### src/rtl/insn_exec_defines.svh
// Constants for the instruction subset execution unit
`ifndef INSN_EXEC_DEFINES_SVH
`define INSN_EXEC_DEFINES_SVH
`define OP_WIDTH 3
`define OP_CLEAR_ACC 3'h0
`define OP_DEC_FILE 3'h1
`define OP_DEC_SKIP 3'h2
`define OP_INC_SKIP 3'h3
`define OP_BRANCH 3'h4
`define OP_OR_LIT 3'h5
`define OP_NOP 3'h6
`define ACC_RESET 8'h00
`define ZERO_RESET 1'b0
`define PC_RESET 13'h0000
`define PC_LOW_MSB 10
`define LATCH_HI 4
`define LATCH_LO 3
`define DEST_ACC 1'b0
`define DEST_FILE 1'b1
`endif

### src/rtl/insn_exec_pkg.sv
// Types shared by the instruction subset execution unit
package insn_exec_pkg;
  typedef logic [2:0] opcode_t;

  typedef struct packed {
    logic valid;
    opcode_t op;
    logic [6:0] fileAddr;
    logic dest;
    logic [10:0] literal;
  } insn_s;

  typedef struct packed {
    logic write;
    logic [6:0] addr;
    logic [7:0] data;
  } file_write_s;

  typedef enum logic [1:0] {
    ST_EXEC = 2'b00,
    ST_FLUSH = 2'b01
  } exec_state_e;
endpackage

### src/rtl/alu_result.sv
// Result and zero detection for the arithmetic subset
`timescale 1ns/1ps
`include "insn_exec_defines.svh"
module alu_result
(
  input wire logic [2:0] op,
  input wire logic [7:0] fileData,
  input wire logic [7:0] acc,
  input wire logic [7:0] literal,
  output logic [7:0] result,
  output logic isZero
);
  wire logic [7:0] decValue;
  wire logic [7:0] incValue;
  assign decValue = fileData - 8'h01;
  assign incValue = fileData + 8'h01;
  assign result = (op == `OP_CLEAR_ACC) ? `ACC_RESET :
                  (op == `OP_INC_SKIP) ? incValue :
                  (op == `OP_OR_LIT) ? (acc | literal) : decValue;
  // Full 8-bit compare, never a carry
  assign isZero = (result == 8'h00);
endmodule

### src/rtl/mcu_instruction_subset_exec.sv
// Execution unit for an accumulator and file-register instruction subset
`timescale 1ns/1ps
`include "insn_exec_defines.svh"
// Summary of operation
// - clear_accumulator_op loads 00h into accumulator and sets zero flag.
// - decrement_file_op subtracts one from file 0..127, updates zero flag.
// - Destination bit 0 writes accumulator, 1 writes the addressed file.
// - decrement_skip_zero_op writes result, no flags; zero result skips next.
// - increment_skip_zero_op adds one, no flags; zero result skips next.
// - Branch loads literal into counter 10:0, latch bits 4:3 into 12:11.
// - Branch takes two cycles; second flushes the fetched instruction.
// - or_literal_accumulator_op ORs 8-bit literal into accumulator, updates zero flag.
module mcu_instruction_subset_exec
(
  input wire logic mclk,
  input wire logic rst,
  input insn_exec_pkg::insn_s insn,
  input wire logic [7:0] fileReadData,
  input wire logic [7:0] upper_address_latch,
  output logic [6:0] fileReadAddr,
  output insn_exec_pkg::file_write_s fileWrite,
  output logic [7:0] acc,
  output logic zeroFlag,
  output logic [12:0] program_counter,
  output logic pcLoad,
  output logic flushing,
  output logic busy
);
  import insn_exec_pkg::*;

  // Shared opcode compare for the per-code decode lines
  function automatic logic op_is(input opcode_t code, input opcode_t want);
    op_is = (code == want);
  endfunction

  exec_state_e state;
  exec_state_e next_state;
  logic [7:0] result;
  logic isZero;

  wire logic execNow;
  wire logic isClear;
  wire logic isDec;
  wire logic isDecSkip;
  wire logic isIncSkip;
  wire logic isBranch;
  wire logic isOr;
  wire logic isFileOp;
  wire logic toFile;
  wire logic toAcc;
  wire logic flagUpdate;
  wire logic skipTaken;
  wire logic [12:0] next_pc;
  wire logic [7:0] next_acc;
  wire logic next_zero;
  wire logic [`OP_NOP-1:0] opHit;
  wire logic writePending;
  wire logic [7:0] fileOperand;
  wire logic flushNext;
  wire logic next_pcLoad;
  wire logic [12:0] next_pcHold;
  wire file_write_s next_fileWrite;

  // Fetched instruction is ignored while the flush cycle runs
  assign execNow = insn.valid && (state == ST_EXEC);

  // One qualified hit per decoded code; codes from no_operation up do nothing
  genvar g;
  generate
    for (g = 0; g < `OP_NOP; g = g + 1)
    begin : g_op_hit
      assign opHit[g] = execNow && op_is(insn.op, opcode_t'(g));
    end
  endgenerate

  assign isClear = opHit[`OP_CLEAR_ACC];
  assign isDec = opHit[`OP_DEC_FILE];
  assign isDecSkip = opHit[`OP_DEC_SKIP];
  assign isIncSkip = opHit[`OP_INC_SKIP];
  assign isBranch = opHit[`OP_BRANCH];
  assign isOr = opHit[`OP_OR_LIT];
  assign isFileOp = isDec || isDecSkip || isIncSkip;

  // File address is combinational so the register file answers in-cycle
  always_comb
  begin
    fileReadAddr = insn.fileAddr;
  end

  // File writes land one edge after the result; bypass the pending write so
  // a back-to-back instruction on the same register sees the new value
  assign writePending = fileWrite.write && (fileWrite.addr == insn.fileAddr);
  assign fileOperand = writePending ? fileWrite.data : fileReadData;

  alu_result u_alu
  (
    .op(insn.op),
    .fileData(fileOperand),
    .acc(acc),
    .literal(insn.literal[7:0]),
    .result(result),
    .isZero(isZero)
  );

  assign toFile = isFileOp && (insn.dest == `DEST_FILE);
  assign toAcc = isClear || isOr || (isFileOp && (insn.dest == `DEST_ACC));
  // Skip instructions leave flags alone
  assign flagUpdate = isClear || isDec || isOr;
  assign skipTaken = (isDecSkip || isIncSkip) && isZero;
  assign next_acc = toAcc ? result : acc;
  assign next_zero = flagUpdate ? isZero : zeroFlag;
  assign next_pc = {upper_address_latch[`LATCH_HI:`LATCH_LO],
                    insn.literal[`PC_LOW_MSB:0]};
  assign next_pcHold = isBranch ? next_pc : program_counter;
  assign next_pcLoad = isBranch;
  assign next_fileWrite = {toFile, insn.fileAddr, result};

  always_comb
  begin
    case (state)
      ST_EXEC:
        next_state = (isBranch || skipTaken) ? ST_FLUSH : ST_EXEC;
      ST_FLUSH:
        next_state = ST_EXEC;
      default:
        next_state = ST_EXEC;
    endcase
  end

  // Flush marks the discarded slot executed as no_operation
  assign flushNext = (next_state == ST_FLUSH);

  always_ff @(posedge mclk or posedge rst)
  begin
    if (rst)
    begin
      state <= ST_EXEC;
    end
    else
    begin
      state <= next_state;
    end
  end

  always_ff @(posedge mclk or posedge rst)
  begin
    if (rst)
    begin
      acc <= `ACC_RESET;
    end
    else
    begin
      acc <= next_acc;
    end
  end

  always_ff @(posedge mclk or posedge rst)
  begin
    if (rst)
    begin
      zeroFlag <= `ZERO_RESET;
    end
    else
    begin
      zeroFlag <= next_zero;
    end
  end

  // Pulse, address and data are registered together so they stand as one
  always_ff @(posedge mclk or posedge rst)
  begin
    if (rst)
    begin
      fileWrite <= '0;
    end
    else
    begin
      fileWrite <= next_fileWrite;
    end
  end

  always_ff @(posedge mclk or posedge rst)
  begin
    if (rst)
    begin
      program_counter <= `PC_RESET;
    end
    else
    begin
      program_counter <= next_pcHold;
    end
  end

  always_ff @(posedge mclk or posedge rst)
  begin
    if (rst)
    begin
      pcLoad <= 1'b0;
    end
    else
    begin
      pcLoad <= next_pcLoad;
    end
  end

  always_ff @(posedge mclk or posedge rst)
  begin
    if (rst)
    begin
      flushing <= 1'b0;
    end
    else
    begin
      flushing <= flushNext;
    end
  end

  always_ff @(posedge mclk or posedge rst)
  begin
    if (rst)
    begin
      busy <= 1'b0;
    end
    else
    begin
      busy <= flushNext;
    end
  end
endmodule

### config.mk
export PLATFORM = sky130hd
export DESIGN_NAME = mcu_instruction_subset_exec
export DESIGN_NICKNAME = d
export VERILOG_FILES = /design/src/rtl/insn_exec_pkg.sv /design/src/rtl/alu_result.sv /design/src/rtl/mcu_instruction_subset_exec.sv
export VERILOG_INCLUDE_DIRS = /design/src /design/src/rtl
export SDC_FILE = /design/constraint.sdc
export NUM_CORES = 1
export LEC_CHECK = 0
export BUFFER_PORTS_ARGS = -buffer_cell sky130_fd_sc_hd__buf_2
export CORE_AREA = 2 2 72 74
export DETAILED_ROUTE_END_ITERATION = 12
export DIE_AREA = 0 0 74 76
export GPL_TIMING_DRIVEN = 0
export PLACE_DENSITY = 0.81
export SYNTH_ARGS = -nofsm -noshare
export SYNTH_HDL_FRONTEND = slang
export SYNTH_SLANG_ARGS = --single-unit
### constraint.sdc
create_clock -name mclk -period 8.3 [get_ports mclk]
set_clock_uncertainty 0.15 [all_clocks]
set_input_delay 0.83 -clock mclk [delete_from_list [all_inputs] [get_ports mclk]]
set_output_delay 0.83 -clock mclk [all_outputs]
set_load 0.01 [all_outputs]
==> Word level (Yosys, flattened, before mapping) <==
Index checks and enable logic that the tools add are counted.
{ "totals": {"inputBits": 41, "word_cells": 48, "ff_bits": 42, "output_inout_bits": 48} }
{ "classes": {"n_eq_ne": 7, "mux": 6, "addsub": 2, "reduce_logical": 22, "n_bitwise": 2} }
{ "op_table": {"columns": ["operator", "n"], "rows": [
  ["$mux 8", 4],
  ["$logic_and 1x1->1", 11],
  ["$add 8x1->8 const B", 1],
  ["$logic_not 8->1", 1],
  ["$logic_or 1x1->1", 8],
  ["$or 8x8->8", 1],
  ["$sub 8x1->8 const B", 1],
  ["$eq 7x7->1", 1],
  ["$eq 3x2->1 const B", 2],
  ["$eq 3x3->1 const B", 2],
  ["$eq 3x1->1 const B", 1],
  ["$logic_not 3->1", 1],
  ["$eq 2x1->1 const B", 1],
  ["$logic_not 2->1", 1],
  ["$mux 2", 1],
  ["$mux 1", 1],
  ["$not 1->1", 1]
]} }

==> Depth between registers and ports, before layout <==
Gate-level depths: netlist of the first run.
{ "logic_depth": {"depth_word": 13, "depth_mapped": 14, "ltp_nobuf": 13} }

==> Cells and area by module <==
From an unflattened synthesis of the first run, not the netlist that was laid out.
{ "unflattened": {"hier_cells": 199, "area_unflattened_um2": 2267.2} }
{ "modules_own_cells": {"columns": ["module", "cells_per_inst", "instances", "seq_area_each_um2", "area_per_inst_um2"], "rows": [
  ["mcu_instruction_subset_exec", 106, 1, 1001.0, 1655.3],
  ["alu_result", 93, 1, 0.0, 611.8]
]} }

==> Least setup slack after synthesis of the first run <==
Ideal clock, no wire load.
{ "synth_path": {"kind": "in2reg", "start": "input port insn[12] (netlist bit)", "end": "register zeroFlag", "setup_ns": 0.103, "path_buffers": 0, "setup_slack_ns": 4.600, "stages": 12, "arrival_ns": 3.447, "t_required_ns": 8.047, "cell_sequence": "xnor2_1 nand4_2 nor2_4 mux2i_1 ha_1 inv_1 or3_2 xnor2_1 o31ai_1 a2bb2oi_1 nand4b_1 o41ai_2"} }
{ "synth_between": {"elab_chain_len": 8, "elab_cells_between_ends": 9, "cone_classes": "add/sub (2); eq/ne (1); mux (4); reduce/logical (2)"} }
{ "synth_rtl": {"columns": ["item", "line_no", "source"], "rows": [
  ["start, declared", "mcu_instruction_subset_exec.sv:17", "input insn_exec_pkg::insn_s insn,"],
  ["$eq 7x7->1 *", "mcu_instruction_subset_exec.sv:92", "assign writePending = fileWrite.write && (fileWrite.addr == insn.fileAddr);"],
  ["$logic_and 1x1->1 *", "mcu_instruction_subset_exec.sv:92", null],
  ["$mux 8 *", "mcu_instruction_subset_exec.sv:93", "assign fileOperand = writePending ? fileWrite.data : fileReadData;"],
  ["$sub 8x1->8", "alu_result.sv:15", "assign decValue = fileData - 8'h01;"],
  ["$mux 8", "alu_result.sv:19", "(op == `OP_OR_LIT) ? (acc | literal) : decValue;"],
  ["$mux 8 *", "alu_result.sv:18", "(op == `OP_INC_SKIP) ? incValue :"],
  ["$mux 8 *", "alu_result.sv:17", "assign result = (op == `OP_CLEAR_ACC) ? `ACC_RESET :"],
  ["$logic_not 8->1 *", "alu_result.sv:21", "assign isZero = (result == 8'h00);"],
  ["end signal, assigned", "mcu_instruction_subset_exec.sv:161", "zeroFlag <= `ZERO_RESET;"],
  ["end signal, assigned", "mcu_instruction_subset_exec.sv:165", "zeroFlag <= next_zero;"],
  ["end, declared", "mcu_instruction_subset_exec.sv:23", "output logic zeroFlag,"]
]} }
Mark *: on every way between the ends. The rest lies on a longest branch, timed or not.
A chain may end at the register's enable or synchronous reset.

==> Final worst setup path of the first run <==
{ "layout_path": {"start": "input port insn[18] (netlist bit)", "end": "register zeroFlag"} }
Same word-level chain as after synthesis.

==> flow_summary.toml, run 1 <==
[logic_synthesis]
yosysTopAreaCell = "dfrtp_1"
synth_xor_area_share_pct = 8.85
synth_area_um2 = 2620
synth.area.mux_share_pct = 2.87
synth_top_family_by_area = "simple AND/OR/NAND/NOR gates"
synth-warning-count = 0
synthAdderAreaFrac_pct = 0.956
synth_area_leaders = "dfrtp_1 (38%), nand2_1 (8.0%), xnor2_1 (5.0%)"
synth_cell_types = 58
syn_inst = 286
postSynthAreaPerCell_um2 = 9.15
yosys.area_share.simple_pct = 26.2
ys_ff_latch = 40
synth.top_cell.area_share_pct = 38.3
yosysSeqAreaShare_pct = 38.3
synth_compound_area_share_pct = 15.3
synth_fp_nets = 329

[job]
max-cap-violations = 0

[detailed_routing]
num_vias = 2378
drt-vias-per-instance = 5.42
drt_first_iter_violations = 299
wl_per_cell_um = 15.1
drc = 0
routed_wl_mm = 6.64
drtPass1Iterations = 4
ant_nets = 0

[setup_path]
critPathLaunchType = "input pin"
critPathCaptureType = "register"
criticalPathCategory = "input pin to register"
required_ns = 8.35
critPathMaxFanout = 10
worstPathArrival_ns = 4.19

[layout]
final_common_cell = "buf_2"
layout_common_cells = "buf_2 (79), nand2_1 (56), dfrtp_1 (40)"
fill_cells = 418
layoutNonFillerInstCount = 439
area_delta_synth_final_pct = 22.3
fin_util_pct = 65.2
nNetsFinal = 411
finalInstanceArea_um2 = 3200
n_antenna_cell = 0
drive_above_1_share_pct = 36.6

[power]
powerDensity_nw_per_um2 = 179
ir_drop_uv = 146
power.total_mw = 0.572
p_leak_nw = 1.49

[clock_tree]
clock_path_buffers = 2
cts.sinks = 40
cts_buffers = 5
cts_max_level = 2
post_cts_buffers = 0
cts_resized = 0
cts_root_buf = "clkbuf_8"
clkLatencyLatePin_ns = 0.30
tritoncts = "yes"
hold_buffers = 0
path_clk_slew_ns = 0.08

[place]
place_inst = 431
gp_congestion = 0.918
dp_slack_ns = 3.93
hpwlAfterDp_mm = 5.06
portBuffers = 75
placed_cell_area_um2 = 3080

[sta]
hold_slack_ns = 0.324
worstMarginPinSlew_ns = 0.818
period_needed_ns = 4.14
drv_slew = 0
max_freq_mhz = 242
setup_viol = 0
rsz0062_at_grt = "no"
min_period_over_period_pct = 49.8
worst_slack_ns = 4.16
setup_tns_ns = 0
final-hold-violation-count = 0
slew_headroom_pct = 45.4

[global_routing]
grt_pass1_wl_mm = 11.0
antenna_found_initial = 0
grt_pass1_vias = 2301
grt.overflow.total = 0
track_usage_pct = 25.4
grt_max_degree = 41

[die]
die_height_um = 76
io_pins = 89
dieArea_um2 = 5620
core_um2 = 4910
start_util_pct = 53.3
row_count = 26
die_x_um = 74

[worst_hold_path]
hp-class = "register to register"

[outcome]
outcome = "finished, final reports clean"
[metal layers]
layer	routed length, um	GRT usage (%)
met1	2970	36.4
met5	0	0
met3	431	5.95
met2	3160	38.8
met4	79	6.18
[flip-flops by register name (all words and copies together) (netlist names)]
signal and cells:
fileWrite 16, program_counter 13, acc 8, pcLoad 1, state 1, zeroFlag 1
[report_power, final]
| group | leakage [nW] | internal [mW] | switching (mW) |
|---|---|---|---|
| logic | 0.933 | 0.0678 | 0.0878 |
| registers | 0.494 | 0.223 | 0.0235 |
| clock network | 0.0614 | 0.0983 | 0.0718 |
| total | 1.49 | 0.389 | 0.183 |
[synthesized netlist by cell type (all sizes together)]
master and count:
a2111oi 1, a211oi 3, a21boi 1, a21o 1, a21oi 3, a221oi 2
a2bb2oi 1, and2 2, and4 2, buf 18, clkbuf 6, dfrtp 40
ha 2, inv 10, mux2 4, mux2i 3, nand2 58, nand2b 5
nand3 10, nand4 7, nand4b 1, nor2 14, nor2b 2, nor3 9
nor3b 3, nor4 5, o2111ai 2, o211ai 8, o21a 2, o21ai 16
o311ai 1, o31a 3, o31ai 5, o41ai 2, or2 3, or3 7
or4 1, xnor2 19, xor2 4
[critical path, stage by stage]
cell and delay (ns):
buf_2 0.12, xnor2_1 0.23, nand4_2 0.28, nor2_4 0.34, mux2i_1 0.31, ha_1 0.31, inv_1 0.12, or3_2 0.43
xnor2_1 0.15, o31ai_1 0.22, a2bb2oi_1 0.32, nand4b_1 0.19, o41ai_2 0.34
[path summary, 6_finish.rpt]
kind	slack, ns	cells past startpoint	start	endpoint
max reg2reg	4.41	12	fileWrite[14]$_DFF_PP0_	zeroFlag$_DFFE_PP0P_
min reg2reg	0.32	2	program_counter[10]$_DFFE_PP0P_	program_counter[10]$_DFFE_PP0P_
max in group asynchronous	6.95	2	rst	acc[4]$_DFFE_PP0P_
min in group asynchronous	0.53	2	rst	fileWrite[2]$_DFF_PP0_
max	4.16	13	insn[18]	zeroFlag$_DFFE_PP0P_
min	0.32	2	program_counter[10]$_DFFE_PP0P_	program_counter[10]$_DFFE_PP0P_
[layout make-up]
| type | instances | area, um2 | area share [%] |
|---|---|---|---|
| multi-input cells | 212 | 1420 | 44.2 |
| flip-flops and latches | 40 | 1000 | 31.3 |
| repair buffers | 75 | 375 | 11.7 |
| plain buffers | 24 | 163 | 5.08 |
| well taps | 70 | 87.6 | 2.74 |
| clock buffers | 6 | 82.6 | 2.58 |
| clock inverters | 2 | 38.8 | 1.21 |
| inverters | 10 | 37.5 | 1.17 |
[cell families (layout without fill, tap and decap cells)]
logic type	after synthesis	after routing
AND/OR/NAND/NOR	129	129
AO/OA/AOI/OAI	51	51
flip-flops	40	40
buffers and inverters	34	117
XOR/XNOR	23	23
multiplexers	7	7
adder cells (fa/ha/maj)	2	2
No activity file was read; power rests on OpenSTA's default activity.
==> inputs of run 2 (changes only) <==
CORE_AREA = 2 2 79 81   (was 2 2 72 74)
DIE_AREA = 0 0 81 83   (was 0 0 74 76)
PLACE_DENSITY = 0.71   (was 0.81)
clock period = 3.61 ns   (was 8.3 ns; I/O delays follow)
==> flow_summary.toml, run 2 (same netlist as run 1, synthesis figures left out) <==
[setup_path]
cp-endpoint = "zeroFlag$_DFFE_PP0P_"
required_ns = 3.65
rrSetupSlack_ns = 0.14
critPathCaptureType = "register"
critPathMaxFanout = 6
critPathLaunchType = "register"
reg2reg_from = "fileWrite[10]$_DFF_PP0_"
crit_start = "fileWrite[10]$_DFF_PP0_"
worstPathArrival_ns = 3.51
r2r-end = "zeroFlag$_DFFE_PP0P_"
criticalPathCategory = "register to register"
rr_worst_depth = 12

[layout]
fill_cells = 555
drive_above_1_share_pct = 38.6
area_delta_synth_final_pct = 24.9
nNetsFinal = 415
final_common_cell = "buf_2"
largest_register_ffs = 16
largestRegisters = "fileWrite x16, program_counter x13, acc x8"
n_antenna_cell = 0
finalInstanceArea_um2 = 3270
largest-register = "fileWrite"
layout_common_cells = "buf_2 (79), nand2_1 (56), dfrtp_1 (40)"

[detailed_routing]
drt-vias-per-instance = 5.29
drc = 0
drt_first_iter_violations = 217
routed_wl_mm = 6.66
wl_per_cell_um = 14.9
num_vias = 2371
drtPass1Iterations = 4
ant_nets = 0

[sta]
min_period_over_period_pct = 96.2
period_needed_ns = 3.47
hold_slack_ns = 0.0744
max_freq_mhz = 288
slew_headroom_pct = 45.6
worstMarginPinSlew_ns = 0.814
setup_viol = 0
drv_slew = 0
final-hold-violation-count = 0

[place]
gp_congestion = 0.854
placed_cell_area_um2 = 3090
hpwlAfterDp_mm = 5.13
portBuffers = 75

[clock_tree]
cts_root_buf = "clkbuf_8"
tritoncts = "yes"
hold_buffers = 0
cts_buffers = 5
path_clk_slew_ns = 0.07
clock_path_buffers = 2
cts.sinks = 40
cts_max_level = 2
clkLatencyLatePin_ns = 0.29

[power]
power.total_mw = 1.29
ir_drop_uv = 257
p_leak_nw = 1.52
powerDensity_nw_per_um2 = 394

[global_routing]
grt_max_degree = 41
grt.overflow.total = 0
grt_pass1_wl_mm = 10.8
antenna_found_initial = 0
track_usage_pct = 20.4
grt_pass1_vias = 2195

[die]
io_pins = 89
die_x_um = 81
die_height_um = 83
core_um2 = 5820
start_util_pct = 45.0
dieArea_um2 = 6720
row_count = 28

[job]
max-cap-violations = 0

[worst_hold_path]
hp-class = "input pin to async pin"

[outcome]
outcome = "finished, final reports clean"
## run 2: worst min path at each step
stage / from / to / slack [ns] / cells after the start
after CTS: insn[14] / fileWrite[10]$_DFF_PP0_ / 0.06 / 1
final: rst / program_counter[11]$_DFFE_PP0P_ / 0.07 / 2
after detailed placement: program_counter[5]$_DFFE_PP0P_ / program_counter[5]$_DFFE_PP0P_ / 0.31 / 2
after global placement: program_counter[4]$_DFFE_PP0P_ / program_counter[4]$_DFFE_PP0P_ / 0.30 / 2
after global routing: insn[17] / fileWrite[13]$_DFF_PP0_ / 0.07 / 1
after floorplan: insn[14] / fileWrite[10]$_DFF_PP0_ / 0.24 / 0
## run 2: metal layers
metal  vias up  routed length (um)  part of all wire [%]  global-route usage, %
li1       1166                   -                     -                      -
met1      1088                2890                    43                   29.1
met2       108                3090                    46                   30.1
met3         9                 593                   8.9                   6.09
met4         0                  91                   1.4                   5.39
met5         -                   0                     0                      0
## run 2: what timing repair did
| item | CTS | global route |
|---|---|---|
| endpoints found under the setup margin | 2 | 2 |
| cloned | 0 | 0 |
| pin swaps | 1 | 2 |
| buffers inserted | 1 | 3 |
| resized for setup | 2 | 6 |
## run 2: area by class of cell
cell class | count | area, um2 | share of cell area [%]
clock buffer | 6 | 72.6 | 2.22
buffer | 24 | 163 | 4.98
inverter | 10 | 37.5 | 1.15
multi-input combinational | 212 | 1460 | 44.7
sequential | 40 | 1000 | 30.6
timing repair buffer | 79 | 405 | 12.4
clock inverter | 2 | 35.0 | 1.07
tap | 75 | 93.8 | 2.87
## run 2: power by group
part	switching, mW	internal, mW
clock	0.151	0.205
combinational	0.203	0.160
sequential	0.0554	0.513
## run 2: per-stage QoR
step                      TNS [ns]  std cells  worst slack (ns)  util [%]
after floorplan                  0        286             0.327         -
after global placement      -0.636        436            -0.331      53.1
after detailed placement    -0.709        436            -0.374      53.1
after CTS                        0        445            0.0131      55.1
after global routing       -0.0532        448           -0.0323      56.2
final                            0        448             0.138      56.2
## run 2: worst max-delay path, stage by stage (launching register included)
cell       delay (ns)
dfrtp_1          0.42
xnor2_2          0.21
nand4_4          0.18
nor2_4           0.18
mux2i_1          0.26
ha_2             0.26
inv_1            0.10
or3_2            0.43
xnor2_1          0.15
o31ai_1          0.26
a2bb2oi_2        0.25
nand4b_1         0.19
o41ai_2          0.32
==> inputs of run 3 (changes only) <==
CORE_AREA = 2 2 94 69   (was 2 2 79 81)
DIE_AREA = 0 0 96 71   (was 0 0 81 83)
GPL_TIMING_DRIVEN = unset   (was 0)
==> flow_summary.toml, run 3 (same netlist as run 1, synthesis figures left out) <==
[power]
ir_drop_uv = 228
p_seq_share_pct = 46.1
p_comb_share_pct = 27.8
switching_share_pct = 33.9
clockPowerShare_pct = 26.1
p_leak_nw = 1.45
powerDensity_nw_per_um2 = 397
power.internal_mw = 0.820
power.switching_mw = 0.420

[clock_tree]
cts.sinks = 40
clock_path_buffers = 2
cts_max_level = 2
clkLatencyLatePin_ns = 0.29
post_cts_buffers = 0
tritoncts = "yes"
cts_root_buf = "clkbuf_8"
path_clk_slew_ns = 0.08
cts_buffers = 5

[setup_path]
reg2reg_from = "fileWrite[14]$_DFF_PP0_"
rrSetupSlack_ns = 0.30
r2r-end = "zeroFlag$_DFFE_PP0P_"
criticalPathCategory = "register to register"
cp_num_buf_inv = 1
critPathLaunchType = "register"
rr_worst_depth = 12
cp_cell_sequence = "xnor2_1 -> nand4_2 -> nor2_4 -> mux2i_1 -> ha_1 -> inv_1 -> or3_2 -> xnor2_1 -> o31ai_1 -> a2bb2oi_1 -> nand4b_1 -> o41ai_2"
required_ns = 3.66
worstPathArrival_ns = 3.36
crit_family = "simple AND/OR/NAND/NOR gates"
critPathCaptureType = "register"
critPathMaxFanout = 6
cpPeakStageDelay_ns = 0.42
crit_path_frequent_cell = "xnor2_1"
cp_slowest_cell = "or3_2"

[layout]
area_delta_synth_final_pct = 19.5
seq_area_um2 = 1000
largest_register_ffs = 16
final_common_cell = "buf_2"
fill_cells = 583
layout_common_cells = "buf_2 (82), nand2_1 (56), dfrtp_1 (40)"
n_antenna_cell = 0
largest-register = "fileWrite"
largestRegisters = "fileWrite x16, program_counter x13, acc x8"
multiInputGateArea_um2 = 1420
drive_above_1_share_pct = 36.0
nNetsFinal = 403

[global_routing]
grt_max_degree = 36
grt_pass1_vias = 2185
antenna_found_initial = 0
grt.overflow.total = 0
track_usage_pct = 20.2
grt_pass1_wl_mm = 10.7

[place]
dp_slack_ns = 0.119
hpwlAfterDp_mm = 5.19
portBuffers = 82
gp_congestion = 0.920

[sta]
setup_viol = 0
worstMarginPinSlew_ns = 0.534
drv_slew = 0
max_freq_mhz = 302
period_needed_ns = 3.31
hold_slack_ns = 0.0519
min_period_over_period_pct = 91.8
setup_tns_ns = 0
final-hold-violation-count = 0
rsz0062_at_grt = "no"
worst_slack_ns = 0.296
slew_headroom_pct = 64.3

[detailed_routing]
drt_first_iter_violations = 126
drc = 0
num_vias = 2355
wl_per_cell_um = 15.1
routed_wl_mm = 6.62
ant_nets = 0
drtPass1Iterations = 5
drt-vias-per-instance = 5.36

[die]
core_um2 = 5980
dieArea_um2 = 6820
io_pins = 89
die_x_um = 96
row_count = 24
start_util_pct = 43.8
die_height_um = 71

[worst_hold_path]
whs_path_depth = 1
hp-class = "input pin to register"
holdPathEnd = "fileWrite[8]$_DFF_PP0_"
hp-start = "insn[12]"

[outcome]
outcome = "finished, final reports clean"

[job]
max-cap-violations = 0
[run 3: cell count changes in the layout (fill, tap and decap cells not counted), sizes merged]
cell / before / now
bufinv: 1 / 0
clkbuf: 12 / 7
buf: 97 / 90
dlygate4sd3: 0 / 1
clkinvlp: 0 / 1
clkinv: 1 / 0
[run 3: metal layers]
| layer | global-route usage, % | wire length [um] | vias to the layer above |
|---|---|---|---|
| met2 | 29.4 | 2950 | 86 |
| met4 | 3.97 | 30 | 0 |
| met3 | 4.15 | 451 | 2 |
| met5 | 0 | 0 | - |
| li1 | - | - | 1141 |
| met1 | 31.1 | 3190 | 1126 |
[run 3: how the worst max path moves through the flow]
stage | start | endpoint | slack [ns] | cells past startpoint
CTS | fileWrite[10]$_DFF_PP0_ | zeroFlag$_DFFE_PP0P_ | 0.22 | 13
global route | fileWrite[10]$_DFF_PP0_ | zeroFlag$_DFFE_PP0P_ | 0.02 | 12
detailed placement | insn[18] | zeroFlag$_DFFE_PP0P_ | 0.12 | 14
global placement | insn[12] | zeroFlag$_DFFE_PP0P_ | 0.16 | 14
finish | fileWrite[14]$_DFF_PP0_ | zeroFlag$_DFFE_PP0P_ | 0.30 | 12
floorplan | fileWrite[8]$_DFF_PP0_ | zeroFlag$_DFFE_PP0P_ | 0.33 | 12
[run 3: cell type report]
class	instances	area share [%]
Multi-Input combinational cell	212	45.3
Sequential cell	40	32.0
Timing Repair Buffer	91	15.4
Tap cell	78	3.12
Clock buffer	7	2.76
Inverter	10	1.20
Clock inverter	1	0.240
[run 3: power groups by stage]
| stage | logic (mW) | clock network (mW) | registers (mW) |
|---|---|---|---|
| after floorplan | 0.191 | 0 | 0.599 |
| after global placement | 0.338 | 0 | 0.578 |
| after detailed placement | 0.345 | 0 | 0.580 |
| after global routing | 0.381 | 0.350 | 0.582 |
| after CTS | 0.347 | 0.331 | 0.571 |
| final | 0.345 | 0.324 | 0.572 |
[run 3: metrics by stage]
stage	area (um2)	util (%)	total power, mW	instances
floorplan	2620	-	0.790	286
global placement	3020	50.6	0.917	430
detailed placement	3020	50.6	0.925	430
CTS	3130	52.3	1.25	439
global route	3130	52.3	1.31	439
finish	3130	52.3	1.24	439
[run 3: what timing repair did]
action                     CTS  global route
gates resized for setup      0             1
setup endpoints to repair    0             2
hold buffers                 1             0
hold endpoints to repair     5             0
